===== config.mk =====
export PLATFORM = sky130hd
export DESIGN_NAME = sdspc_top
export DESIGN_NICKNAME = d
export VERILOG_FILES = /design/src/include/sdspc_pkg.sv /design/src/design/sdspc_cnt.sv /design/src/design/sdspc_top.sv
export SDC_FILE = /design/constraint.sdc
export NUM_CORES = 1
export LEC_CHECK = 0
export ABC_AREA = 1
export BUFFER_PORTS_ARGS = -buffer_cell sky130_fd_sc_hd__buf_2
export CORE_ASPECT_RATIO = 2
export CORE_MARGIN = 2
export CORE_UTILIZATION = 59
export DETAILED_ROUTE_END_ITERATION = 16
export GPL_ROUTABILITY_DRIVEN = 0
export PLACE_DENSITY_LB_ADDON = 0.1
export SYNTH_ARGS = -nofsm -noshare
export SYNTH_HDL_FRONTEND = slang
export SYNTH_SLANG_ARGS = --single-unit

===== constraint.sdc =====
create_clock -name mclk_i -period 3.2 [get_ports mclk_i]
set_input_delay 0.32 -clock mclk_i [delete_from_list [all_inputs] [get_ports mclk_i]]
set_output_delay 0.32 -clock mclk_i [all_outputs]
set_load 0.05 [all_outputs]

===== src/include/sdspc_pkg.sv =====
// constants for the system dma standby and pause control block
// ----------------------------------------------------------------
// Functional notes
// ----------------------------------------------------------------
// Functional notes
// - three policies: never, forced, auto standby.
// - on-the-fly disable must finish drain first.
// - drain hazard: source sync, buffering, auto.
// - descriptor pointer bit 7 pauses descriptor load.
// - pause clear in standby must not hang.
// - status 15 or control 7 low: done.
package sdspc_pkg;
  localparam int unsigned NCH = 4;
  localparam logic [7:0] A_GCTRL = 8'h00;
  localparam logic [7:0] A_GSTAT = 8'h04;
  localparam logic [7:0] A_CH0 = 8'h10;
  localparam logic [3:0] CH_STRIDE_SH = 4'h4;
  localparam logic [3:0] O_CCR = 4'h0;
  localparam logic [3:0] O_CSR = 4'h4;
  localparam logic [3:0] O_CDP = 4'h8;
  localparam int unsigned CCR_EN = 7;
  localparam int unsigned CCR_SRC = 8;
  localparam int unsigned CCR_BUF = 9;
  localparam int unsigned CCR_DRAIN = 10;
  localparam int unsigned CSR_LOAD = 15;
  localparam int unsigned CSR_DRAIN = 14;
  localparam int unsigned CDP_PAUSE = 7;
  localparam logic [1:0] POL_FORCE = 2'h0;
  localparam logic [1:0] POL_NEVER = 2'h1;
  localparam logic [1:0] POL_AUTO = 2'h2;
  localparam logic [7:0] DRAIN_CYC = 8'h10;
  localparam logic [7:0] LOAD_CYC = 8'h08;
  typedef enum logic [1:0] {SDS_RUN, SDS_REQ, SDS_STBY} sdspc_st_t;
endpackage


===== src/design/sdspc_cnt.sv =====
// per-channel countdown timer with registered count
`timescale 1ns/1ps
module sdspc_cnt
  import sdspc_pkg::*;
(
  // clock and reset
  input  wire logic       mclk_i,
  input  wire logic       rst_b_i,
  // control
  input  wire logic       load_i,
  input  wire logic [7:0] val_i,
  input  wire logic       run_i,
  // status
  output logic            busy_o
);
  logic [7:0] cnt_q;
  logic [7:0] cnt_d;
  always_comb begin
    cnt_d = cnt_q;
    if (load_i) begin
      cnt_d = val_i;
    end else if (run_i && cnt_q != 8'h00) begin
      cnt_d = cnt_q - 8'h01;
    end
  end
  always_ff @(posedge mclk_i) begin
    if (!rst_b_i) begin
      cnt_q <= 8'h00;
    end else begin
      cnt_q <= cnt_d;
    end
  end
  assign busy_o = (cnt_q != 8'h00);
endmodule


===== src/design/sdspc_top.sv =====
// standby handshake and descriptor pause control with wishbone slave
//
// Implementation choices: the address map and the Wishbone interface to the registers.
`timescale 1ns/1ps
module sdspc_top
  import sdspc_pkg::*;
(
  // clock and reset
  input  wire logic        mclk_i,
  input  wire logic        rst_b_i,
  // wishbone slave
  input  wire logic        wb_cyc_i,
  input  wire logic        wb_stb_i,
  input  wire logic        wb_we_i,
  input  wire logic [7:0]  wb_adr_i,
  input  wire logic [3:0]  wb_sel_i,
  input  wire logic [31:0] wb_dat_i,
  output logic [31:0]      wb_dat_o,
  output logic             wb_ack_o,
  // power manager handshake
  input  wire logic        stby_ack_i,
  input  wire logic        wake_i,
  output logic             stby_req_o
);
  // ----------------------------------------------------------------
  // registers
  // ----------------------------------------------------------------
  logic [1:0]  pol_q, pol_d;
  logic [15:0] ccr_q [NCH];
  logic [15:0] ccr_d [NCH];
  logic [NCH-1:0] pause_q, pause_d;
  logic [NCH-1:0] drn_ld, ld_ld, drn_busy, ld_busy;
  logic [NCH-1:0] ld_pend_q, ld_pend_d;
  logic        ack_q, ack_d;
  logic [31:0] rd_q, rd_d;
  logic        req_q, req_d;
  sdspc_st_t   st_q, st_d;
  logic        busy;
  logic        acc;
  logic [7:0]  rel;
  logic [1:0]  ch;
  logic        ch_hit;
  logic [NCH-1:0] en_v;

  function automatic logic [15:0] wmask(input logic [15:0] o,
                                        input logic [31:0] n,
                                        input logic [3:0]  s);
    logic [15:0] r;
    r = o;
    if (s[0]) r[7:0] = n[7:0];
    if (s[1]) r[15:8] = n[15:8];
    return r;
  endfunction

  assign acc = wb_cyc_i && wb_stb_i && !ack_q;

  // channel window starts at the first channel base
  assign rel = wb_adr_i - A_CH0;
  assign ch = rel[5:4];
  assign ch_hit = (wb_adr_i >= A_CH0) && (rel[7:6] == 2'h0);

  genvar g;
  for (g = 0; g < NCH; g++) begin : g_ch
    assign en_v[g] = ccr_q[g][CCR_EN];
    sdspc_cnt u_drn (
      .mclk_i (mclk_i),
      .rst_b_i(rst_b_i),
      .load_i (drn_ld[g]),
      .val_i  (DRAIN_CYC),
      .run_i  (st_q != SDS_STBY),
      .busy_o (drn_busy[g])
    );
    sdspc_cnt u_ld (
      .mclk_i (mclk_i),
      .rst_b_i(rst_b_i),
      .load_i (ld_ld[g]),
      .val_i  (LOAD_CYC),
      .run_i  (st_q != SDS_STBY),
      .busy_o (ld_busy[g])
    );
  end

  // ----------------------------------------------------------------
  // register file and channel control
  // ----------------------------------------------------------------
  always_comb begin
    logic [15:0] nw;
    nw = 16'h0000;
    pol_d = pol_q;
    pause_d = pause_q;
    ld_pend_d = ld_pend_q;
    drn_ld = '0;
    ld_ld = '0;
    ack_d = acc;
    rd_d = 32'h0000_0000;
    for (int i = 0; i < NCH; i++) begin
      ccr_d[i] = ccr_q[i];
      // deferred load resumes once awake
      if (ld_pend_q[i] && st_q == SDS_RUN) begin
        ld_pend_d[i] = 1'b0;
        ld_ld[i] = 1'b1;
      end
    end
    if (acc && wb_adr_i == A_GCTRL) begin
      if (wb_we_i && wb_sel_i[0]) pol_d = wb_dat_i[1:0];
      rd_d = {30'h0, pol_q};
    end else if (acc && wb_adr_i == A_GSTAT) begin
      rd_d = {24'h0, ld_busy, drn_busy};
    end else if (acc && ch_hit) begin
      case (rel[3:0])
        O_CCR: begin
          rd_d = {16'h0, ccr_q[ch]};
          if (wb_we_i) begin
            nw = wmask(ccr_q[ch], wb_dat_i, wb_sel_i);
            // disabling on the fly with the drain bit set starts a drain
            if (ccr_q[ch][CCR_EN] && !nw[CCR_EN] && nw[CCR_DRAIN]) begin
              drn_ld[ch] = 1'b1;
            end
            ccr_d[ch] = nw;
          end
        end
        O_CSR: begin
          rd_d = 32'h0;
          rd_d[CSR_LOAD] = ld_busy[ch] | ld_pend_q[ch];
          rd_d[CSR_DRAIN] = drn_busy[ch];
        end
        O_CDP: begin
          rd_d = {24'h0, pause_q[ch], 7'h0};
          if (wb_we_i && wb_sel_i[0]) begin
            pause_d[ch] = wb_dat_i[CDP_PAUSE];
            if (pause_q[ch] && !wb_dat_i[CDP_PAUSE]) begin
              if (st_q == SDS_RUN) ld_ld[ch] = 1'b1;
              else ld_pend_d[ch] = 1'b1;
            end
          end
        end
        default: rd_d = 32'h0;
      endcase
    end
  end

  // ----------------------------------------------------------------
  // standby handshake
  // ----------------------------------------------------------------
  always_comb begin
    busy = 1'b0;
    for (int i = 0; i < NCH; i++) begin
      // drain counts as activity whatever sync or buffering mode
      busy = busy | ccr_q[i][CCR_EN] | drn_busy[i] | ld_busy[i]
           | ld_pend_q[i];
    end
    st_d = st_q;
    req_d = 1'b0;
    case (st_q)
      SDS_RUN: begin
        if (pol_q == POL_FORCE || (pol_q == POL_AUTO && !busy)) begin
          st_d = SDS_REQ;
        end
      end
      SDS_REQ: begin
        req_d = 1'b1;
        if (pol_q == POL_NEVER || (pol_q == POL_AUTO && busy)) begin
          st_d = SDS_RUN;
        end else if (stby_ack_i) begin
          st_d = SDS_STBY;
        end
      end
      SDS_STBY: begin
        req_d = 1'b1;
        if (wake_i || pol_q == POL_NEVER || |ld_pend_q
            || (pol_q == POL_AUTO && busy)) begin
          st_d = SDS_RUN;
          req_d = 1'b0;
        end
      end
      default: st_d = SDS_RUN;
    endcase
  end

  always_ff @(posedge mclk_i) begin
    if (!rst_b_i) begin
      pol_q <= POL_NEVER;
      pause_q <= '0;
      ld_pend_q <= '0;
      ack_q <= 1'b0;
      rd_q <= 32'h0000_0000;
      st_q <= SDS_RUN;
      req_q <= 1'b0;
      for (int i = 0; i < NCH; i++) ccr_q[i] <= 16'h0000;
    end else begin
      pol_q <= pol_d;
      pause_q <= pause_d;
      ld_pend_q <= ld_pend_d;
      ack_q <= ack_d;
      rd_q <= rd_d;
      st_q <= st_d;
      req_q <= req_d;
      for (int i = 0; i < NCH; i++) ccr_q[i] <= ccr_d[i];
    end
  end

  assign wb_ack_o = ack_q;
  assign wb_dat_o = rd_q;
  assign stby_req_o = req_q;
endmodule


==> results of run 1 <==
[synthesized netlist by cell type, drive strengths merged]
| cell | n |
|---|---|
| and2 | 3 |
| nor3b | 5 |
| nor2 | 122 |
| o22ai | 1 |
| a21oi | 139 |
| inv | 130 |
| nor4 | 4 |
| o311ai | 1 |
| buf | 32 |
| a211oi | 1 |
| nor3 | 19 |
| or2 | 20 |
| nand4 | 8 |
| o211ai | 2 |
| xor2 | 13 |
| conb | 1 |
| ha | 20 |
| nand2 | 182 |
| a311oi | 4 |
| nand3 | 57 |
| o31ai | 2 |
| clkbuf | 19 |
| a31oi | 7 |
| dfxtp | 158 |
| nand3b | 3 |
| xnor2 | 12 |
| o21ai | 106 |
[report_power, final]
| group | switching, mW | internal [mW] |
|---|---|---|
| sequential | 0.224 | 2.29 |
| clock | 0.861 | 1.13 |
| combinational | 1.58 | 0.986 |
| total | 2.67 | 4.40 |
[metrics by stage]
| step | hold WS (ns) | area, um2 | utilization [%] |
|---|---|---|---|
| floorplan | 0.425 | 7700 | - |
| global placement | 0.433 | 7940 | 62.8 |
| detailed placement | 0.440 | 7940 | 62.8 |
| CTS | 0.161 | 8520 | 67.5 |
| global route | 0.196 | 8520 | 67.5 |
| finish | 0.157 | 8520 | 67.5 |
[layer usage]
metal	routed length, um	track usage, %	part of all wire (%)
met5	0	0	0
met4	962	16.3	5.0
met3	853	5.30	4.5
met2	10300	52.6	54
met1	7050	28.2	37
[worst min-delay path: cells and delay by family]
kind	cells	cell delay [ns]
and+or+nand+nor	1	0.05
AOI/OAI and AO/OA	1	0.06
buffers and inverters	1	0.10
[logic make-up (layout without fill, tap and decap cells)]
group	count (synthesis)	in the layout	share of synthesized area (%)
AOI/OAI and AO/OA	263	263	17.8
DFF	158	158	41.4
buffers and inverters	181	224	10.2
and+or+nand+nor	423	423	24.5
adders and majority gates	20	20	3.27
other	1	17	0.0491
xor gates and xnor gates	25	25	2.86
[final timing paths]
path                                               end  slack (ns)
worst max-delay path            g_ch[0].u_drn.cnt_q[7]        0.68
worst min register to register            ccr_q[3][11]        0.45
worst max register to register             ccr_q[3][7]        0.98
worst min-delay path                          pol_q[0]        0.16
[layout by cell type (no fill, tap or decap), types with 3 or more instances in the layout]
cell / count
sky130_fd_sc_hd__nand2_1: 178
sky130_fd_sc_hd__dfxtp_1: 158
sky130_fd_sc_hd__a21oi_1: 139
sky130_fd_sc_hd__inv_1: 125
sky130_fd_sc_hd__nor2_1: 116
sky130_fd_sc_hd__o21ai_0: 98
sky130_fd_sc_hd__nand3_1: 56
sky130_fd_sc_hd__buf_2: 50
sky130_fd_sc_hd__ha_1: 20
sky130_fd_sc_hd__or2_2: 19
sky130_fd_sc_hd__clkbuf_16: 17
sky130_fd_sc_hd__conb_1: 16
sky130_fd_sc_hd__nor3_1: 15
sky130_fd_sc_hd__xor2_1: 13
sky130_fd_sc_hd__xnor2_1: 12
sky130_fd_sc_hd__buf_4: 12
sky130_fd_sc_hd__o21ai_1: 8
sky130_fd_sc_hd__nand4_1: 8
sky130_fd_sc_hd__a31oi_1: 7
sky130_fd_sc_hd__clkinv_4: 6
sky130_fd_sc_hd__inv_2: 5
sky130_fd_sc_hd__nor2_2: 5
sky130_fd_sc_hd__nor3b_1: 5
sky130_fd_sc_hd__nor3_2: 4
sky130_fd_sc_hd__nand2_2: 4
sky130_fd_sc_hd__a311oi_1: 4
sky130_fd_sc_hd__and2_1: 3
sky130_fd_sc_hd__nand3b_1: 3
sky130_fd_sc_hd__nor4_1: 3
sky130_fd_sc_hd__inv_6: 3
[registers in the layout, indices dropped and copies added, names as in the netlist]
name / cells
wb_ack_o: 1
g_ch.u_ld.cnt_q: 32
stby_req_o: 1
wb_dat_o: 16
pause_q: 4
ccr_q: 64
ld_pend_q: 4
pol_q: 2
st_q: 2
g_ch.u_drn.cnt_q: 32
[area by class of cell]
class,count,area [um2],share of cell area (%)
Antenna cell,1,2.50,0.0294
Clock buffer,19,453,5.32
Clock inverter,13,130,1.53
Inverter,130,488,5.73
Multi-Input combinational cell,747,3760,44.1
Sequential cell,158,3160,37.1
Tap cell,150,188,2.20
Timing Repair Buffer,62,340,3.99
==> results.txt, run 1 <==
The first global-routing pass estimated 31,200 um of wire. In this run the horizontal extent of the chip is 84.5 um. The post-CTS resize count came out at 0.

The deepest level of the CTS H-tree came out at 4. The largest total area in the synthesized netlist belongs to sky130_fd_sc_hd__dfxtp_1. The total wire length after detailed routing came out at 19,100 um.

The signal on the critical path passes through buf_2 -> inv_1 -> ha_1 -> inv_1 -> a21oi_1 -> o21ai_0 -> nand2_1 -> o21ai_1 -> nor3_1 -> nand2_1 -> nand2_1 -> nor2_1. The tree is rooted in a sky130_fd_sc_hd__clkbuf_16. Once the floorplan was initialized, standard cells occupied 60.5% of the core.

The total count of hold-check failures in the final report is 0. The number of buffers and inverters on the critical path came out at 3. The share of Yosys cell area claimed by the top area cell type came out at 41.4%. The count of nets after finishing is 1,187. The slew of the pin with the lowest slew margin is 1.19 ns. Hold repair after CTS inserted 0 buffers. In this run the remaining antenna-violating nets after routing total 0. The number of clock sinks seen by CTS came out at 158. The area growth from synthesis to layout is 11.5%. The final setup TNS came out at 0 ns. The run finished with clean final reports. The time the final worst path needs with I/O delays and setup came out at 2.52 ns. At the worst endpoint, the arrival time is 2.83 ns. The Yosys warning count came out at 0.

Summing the sequential cell areas from Yosys gives 41.4% of the chip area. After synthesis, the netlist uses 39 different library cells. The number of standard cells in the final layout excluding fillers is 1,280.

The fmax is 396 MHz. Dividing the detail-routed wire length by the instance count gives 15.0 um. Tracing the worst setup path back leads to its startpoint at wb_adr_i[5]. Among the stages of the critical path, the cell type that occurs most often is sky130_fd_sc_hd__nand2_1. Summed over all nets, the half-perimeter wirelength after detailed placement is 13,900 um.

The data required time of the critical path came out at 3.51 ns. The number of standard-cell rows in the floorplan is 58. Counting flops and latches in the post-synthesis netlist gives 158. The initial antenna violation count came to 1. The global-route total usage across every layer is 28.0%. The die area is 13,900 um2.

For this design, the slowest cell found on the critical path is sky130_fd_sc_hd__nor3_1. The type of the worst setup path is input port to flop. IR analysis of the VDD net gives a maximum drop of 0.744 mV. The total of buffers placed on input and output ports came out at 50. The via count of the first global-routing pass is 6,828. The maximum number of pins on one net before global-route repair came out at 60. The number of iterations in the first detailed-routing pass is 5. The post-CTS setup-driven buffer insertion count came out at 0. The final critical path takes up 78.8% of the cycle. The depth of the critical timing path with buffers and inverters included came out at 12. The startpoint identified for the worst hold timing path is wb_dat_i[0].

In this run, CTS created clock tree buffers numbering 17. The number of filler instances in the final layout came out at 1,184. The number of pins with negative max-slew slack in the final report came out at 0. The fraction of final layout cells with drive strength greater than 1 came out at 11.9%.

The remaining max-slew budget at the tightest pin is 20.9%. The sum of overflow across all layers after global routing came out at 0. The clock latency on the worst-skew pair is 0.43 ns. The worst setup path is captured at a flop.

The number of cells on the worst reg-to-reg path came out at 11. The slack of the critical path is 0.678 ns. Setup violations remaining at the end of the flow were counted as 0. The worst clock skew on the final layout came out at 0.0104 ns.

The type of the most critical hold path is input port to flop. Dividing the synthesized area by the synthesized cell count gives 7.14 um2. The count of mapped cells out of synthesis is 1,071. Max-cap violations in this run came to 0. In this design, the largest share of critical-path delay is due to simple AND/OR/NAND/NOR gates. The number of cells traversed by the worst hold path came out at 3. The clock tree buffer depth came out at 2.

The routed via count divided by cell count is 5.52. The standard cell core area is 12,600 um2. After synthesis the cells add up to 7640 um2. In the post-synthesis netlist, the biggest area contributors are sky130_fd_sc_hd__dfxtp_1, sky130_fd_sc_hd__a21oi_1, sky130_fd_sc_hd__nand2_1. The count of unresolved DRC violations after routing came out at 0.

TritonCTS built the clock tree. STA classifies the critical path startpoint as an input port. In this run the critical register-to-register path is launched from wb_ack_o. The largest fanout on the critical path is 8. Including well taps, the total number of placed cells is 1,247. The die boundary height came out at 165 um. The delay of the slowest critical-path stage is 0.63 ns. Setup repair after global routing left no endpoint under its margin. The power per cell area came out at 829 nW/um2. The first routing iteration left 350 violations.

In this run the static leakage power is 3.65 nW. The worst slack at placement is 0.310 ns. The number of vias in the routed layout is 7,069. The top-level port count came out at 85. The clock transition at the register clock pins on the worst setup and hold paths after CTS came out at 0.07 ns.

The total chip power is 7.07 mW.
No activity file was read; power rests on OpenSTA's default activity.
==> inputs of run 2 (changes only) <==
- CORE_UTILIZATION: 59 -> 53
- clock period: 3.2 -> 2.1 ns (I/O delays scaled with it)
==> run 2 against run 1 <==
Utilization fell by 3.9 points. Final area rose by 5.9%. Setup slack worse by 0.56 ns. Clock skew shrank 0.0050 ns. Via count about the same. Highest routed layer unchanged.
==> results.txt, run 2 (synthesized netlist as in run 1, its figures left out) <==
The standard cell core area is 14,200 um2 (was 12,600 um2). The total chip power came out at 11.5 mW (was 7.07 mW). The count of unresolved DRC violations after routing came out at 0 (unchanged). The most crowded layer after global routing is met2 (unchanged).

The capturing element type of the critical path is a flop (unchanged). The total wire length after detailed routing came to 18,600 um (was 19,100 um). The iteration-0 DRC count of the detailed router is 483 (was 350). The data required time of the critical path is 2.45 ns (was 3.51 ns). The wire length per cell was 13.6 um (was 15.0 um). The number of standard-cell rows in the floorplan is 62 (was 58). The clock tree from TritonCTS is done (unchanged). The time the final worst path needs with I/O delays and setup is 1.98 ns.

The first-pass GRT wire length is 30,600 um (was 31,200 um). The routed via count divided by cell count is 5.19 (was 5.52). The area growth from synthesis to layout is 18.0% (was 11.5%). The number of cells on the worst reg-to-reg path is 9 (was 11). The number of cells traversed by the worst hold path is 3 (unchanged). The most frequent cell on the critical path is sky130_fd_sc_hd__inv_1 (was sky130_fd_sc_hd__nand2_1). The count of nets after finishing is 1,228 (was 1,187). The worst clock skew on the final layout is 0.00534 ns (was 0.0104 ns). The number of standard cells in the final layout excluding fillers came to 1,362 (was 1,280). The antenna diode count came out at 0 (was 1). The top-level port count is 85 (unchanged).

The number of maximum-capacitance constraint violations is 0 (unchanged). The via count of the first global-routing pass is 6,661 (was 6,828). The count of antenna-violating nets left after detailed routing came out at 0 (unchanged). The number of vias in the routed layout came out at 7,064 (was 7,069). The remaining max-slew budget at the tightest pin is 65.9% (was 20.9%). The total count of hold-check failures in the final report came to 0 (unchanged). The cell area after placement is 8310 um2 (was 7940 um2). The worst-path cell with the longest stage delay is sky130_fd_sc_hd__dfxtp_1 (was sky130_fd_sc_hd__nor3_1). The sum of overflow across all layers after global routing came to 0 (unchanged). The depth of the critical timing path with buffers and inverters included is 9 (was 12).

Based on the critical path, the design can be clocked at up to 505 MHz. The deepest level of the CTS H-tree is 4 (unchanged). The number of buffers and inverters on the critical path is 3 (unchanged). The maximum number of pins on one net before global-route repair is 46 (was 60). The clock transition at the register clock pins on the worst setup and hold paths after CTS is 0.06 ns (was 0.07 ns). The clock latency on the worst-skew pair is 0.42 ns (was 0.43 ns). The arrival time of data at the critical path endpoint came out at 2.33 ns (was 2.83 ns).

The flip-flop count of the largest register, all copies and words added is 64 (unchanged). The slew of the pin with the lowest slew margin is 0.506 ns (was 1.19 ns). The global-route total usage across every layer was 24.9% (was 28.0%). The most common library cell in the layout ignoring fill and taps is sky130_fd_sc_hd__nand2_1 (unchanged). The summed area of non-filler cells in the final layout came out at 9020 um2 (was 8520 um2). The leakage power came out at 3.90 nW (was 3.65 nW).

The smallest hold slack was 0.0567 ns (was 0.157 ns). The final setup TNS is 0 ns (unchanged). The final period utilization is 94.2%. The met2 routing resource usage after global routing is 40.5% (was 52.6%). The kind of start point of the critical path is a flop (was input port). The delay of the slowest critical-path stage came out at 0.34 ns (was 0.63 ns). The met1 usage came to 31.9% (was 28.2%). The worst slack at placement came out at -0.0587 ns (was 0.310 ns).

The cell total after placement came out at 1,329 (was 1,247). The horizontal die dimension is 88.9 um (was 84.5 um). The total setup violations reported at the end of the flow is 0 (unchanged). The type of the worst setup path is flop to flop (was input port to flop). Commonest cells after routing, fill and taps aside: sky130_fd_sc_hd__nand2_1, sky130_fd_sc_hd__dfxtp_1, sky130_fd_sc_hd__a21oi_1 (unchanged).

The power per cell area is 1270 nW/um2 (was 829 nW/um2). Status: completed (unchanged). The type of the most critical hold path is input port to flop (unchanged). The largest delay contributor family on the critical path is simple AND/OR/NAND/NOR gates (unchanged). The maximum ir drop on the vdd rail is 0.914 mV (was 0.744 mV). The fraction of final layout cells with drive strength greater than 1 is 15.8% (was 11.9%). Biggest regs: ccr_q (64), g_ch.u_drn.cnt_q (32), g_ch.u_ld.cnt_q (32) (unchanged). The initial antenna violation count is 0 (was 1). The detailed placement HPWL was 13,300 um (was 13,900 um).

The number of iterations in the first detailed-routing pass was 5 (unchanged). The register with the highest flop count is ccr_q (unchanged). The largest fanout on the critical path is 7 (was 8). The number of clock sinks seen by CTS came out at 158 (unchanged). The die boundary height came to 174 um (was 165 um). The number of buffers inserted for hold repair after clock tree synthesis was 0 (unchanged).

The TritonCTS buffer count came out at 17 (unchanged). The final core utilization came out at 63.6% (was 67.5%). The number of pins with negative max-slew slack in the final report is 0 (unchanged).

The CTS root buffer is sky130_fd_sc_hd__clkbuf_16 (unchanged). The initial core utilization was 53.8% (was 60.5%). Cell Chain, Critical Path: inv_1 -> ha_2 -> inv_1 -> nand2_1 -> inv_1 -> nand3_1 -> or2_2 -> or2_2 -> a21oi_1 (was buf_2 -> inv_1 -> ha_1 -> inv_1 -> a21oi_1 -> o21ai_0 -> nand2_1 -> o21ai_1 -> nor3_1 -> nand2_1 -> nand2_1 -> nor2_1).

The met3 capacity usage during global routing came out at 4.14% (was 5.30%). The die area is 15,500 um2 (was 13,900 um2). The total of buffers placed on input and output ports came out at 50 (unchanged). The slack of the critical path came out at 0.121 ns (was 0.678 ns). The clock tree buffer depth is 2 (unchanged).
[run 2: report_power, final]
part	internal [mW]	switching (mW)	total (mW)
registers	3.48	0.348	3.83
clock network	2.24	1.24	3.48
logic	1.74	2.41	4.14
[run 2: worst paths after layout]
check | start | endpoint | slack (ns)
max | st_q[0] | g_ch[1].u_ld.cnt_q[5] | 0.12
min | wb_dat_i[0] | pol_q[0] | 0.06
min reg2reg | ccr_q[1][10] | ccr_q[1][10] | 0.44
max reg2reg | st_q[0] | g_ch[1].u_ld.cnt_q[5] | 0.12
[run 2: layout make-up]
| type | count | area (um2) |
|---|---|---|
| Sequential cell | 158 | 3160 |
| Clock inverter | 14 | 238 |
| Timing Repair Buffer | 103 | 661 |
| Multi-Input combinational cell | 747 | 3800 |
| Tap cell | 192 | 240 |
| Fill cell | 1318 | 5170 |
| Clock buffer | 18 | 429 |
| Inverter | 130 | 488 |
[run 2: per-layer routing]
layer / routed length [um] / part of all wire (%) / vias to the layer above
li1: - / - / 3632
met4: 485 / 2.6 / 0
met5: 0 / 0 / -
met3: 961 / 5.2 / 28
met2: 9080 / 49 / 188
met1: 8030 / 43 / 3216
[run 2: what timing repair did]
item / in CTS / in global routing
resized for setup: 0 / 13
setup endpoints to repair: 0 / 13
buffers inserted: 0 / 1
[run 2: worst register-to-register path: stages, from the launching register on]
cell,delay [ns]
sky130_fd_sc_hd__dfxtp_1,0.34
sky130_fd_sc_hd__inv_1,0.08
sky130_fd_sc_hd__ha_2,0.28
sky130_fd_sc_hd__inv_1,0.19
sky130_fd_sc_hd__nand2_1,0.14
sky130_fd_sc_hd__inv_1,0.10
sky130_fd_sc_hd__nand3_1,0.08
sky130_fd_sc_hd__or2_2,0.31
sky130_fd_sc_hd__or2_2,0.28
sky130_fd_sc_hd__a21oi_1,0.11
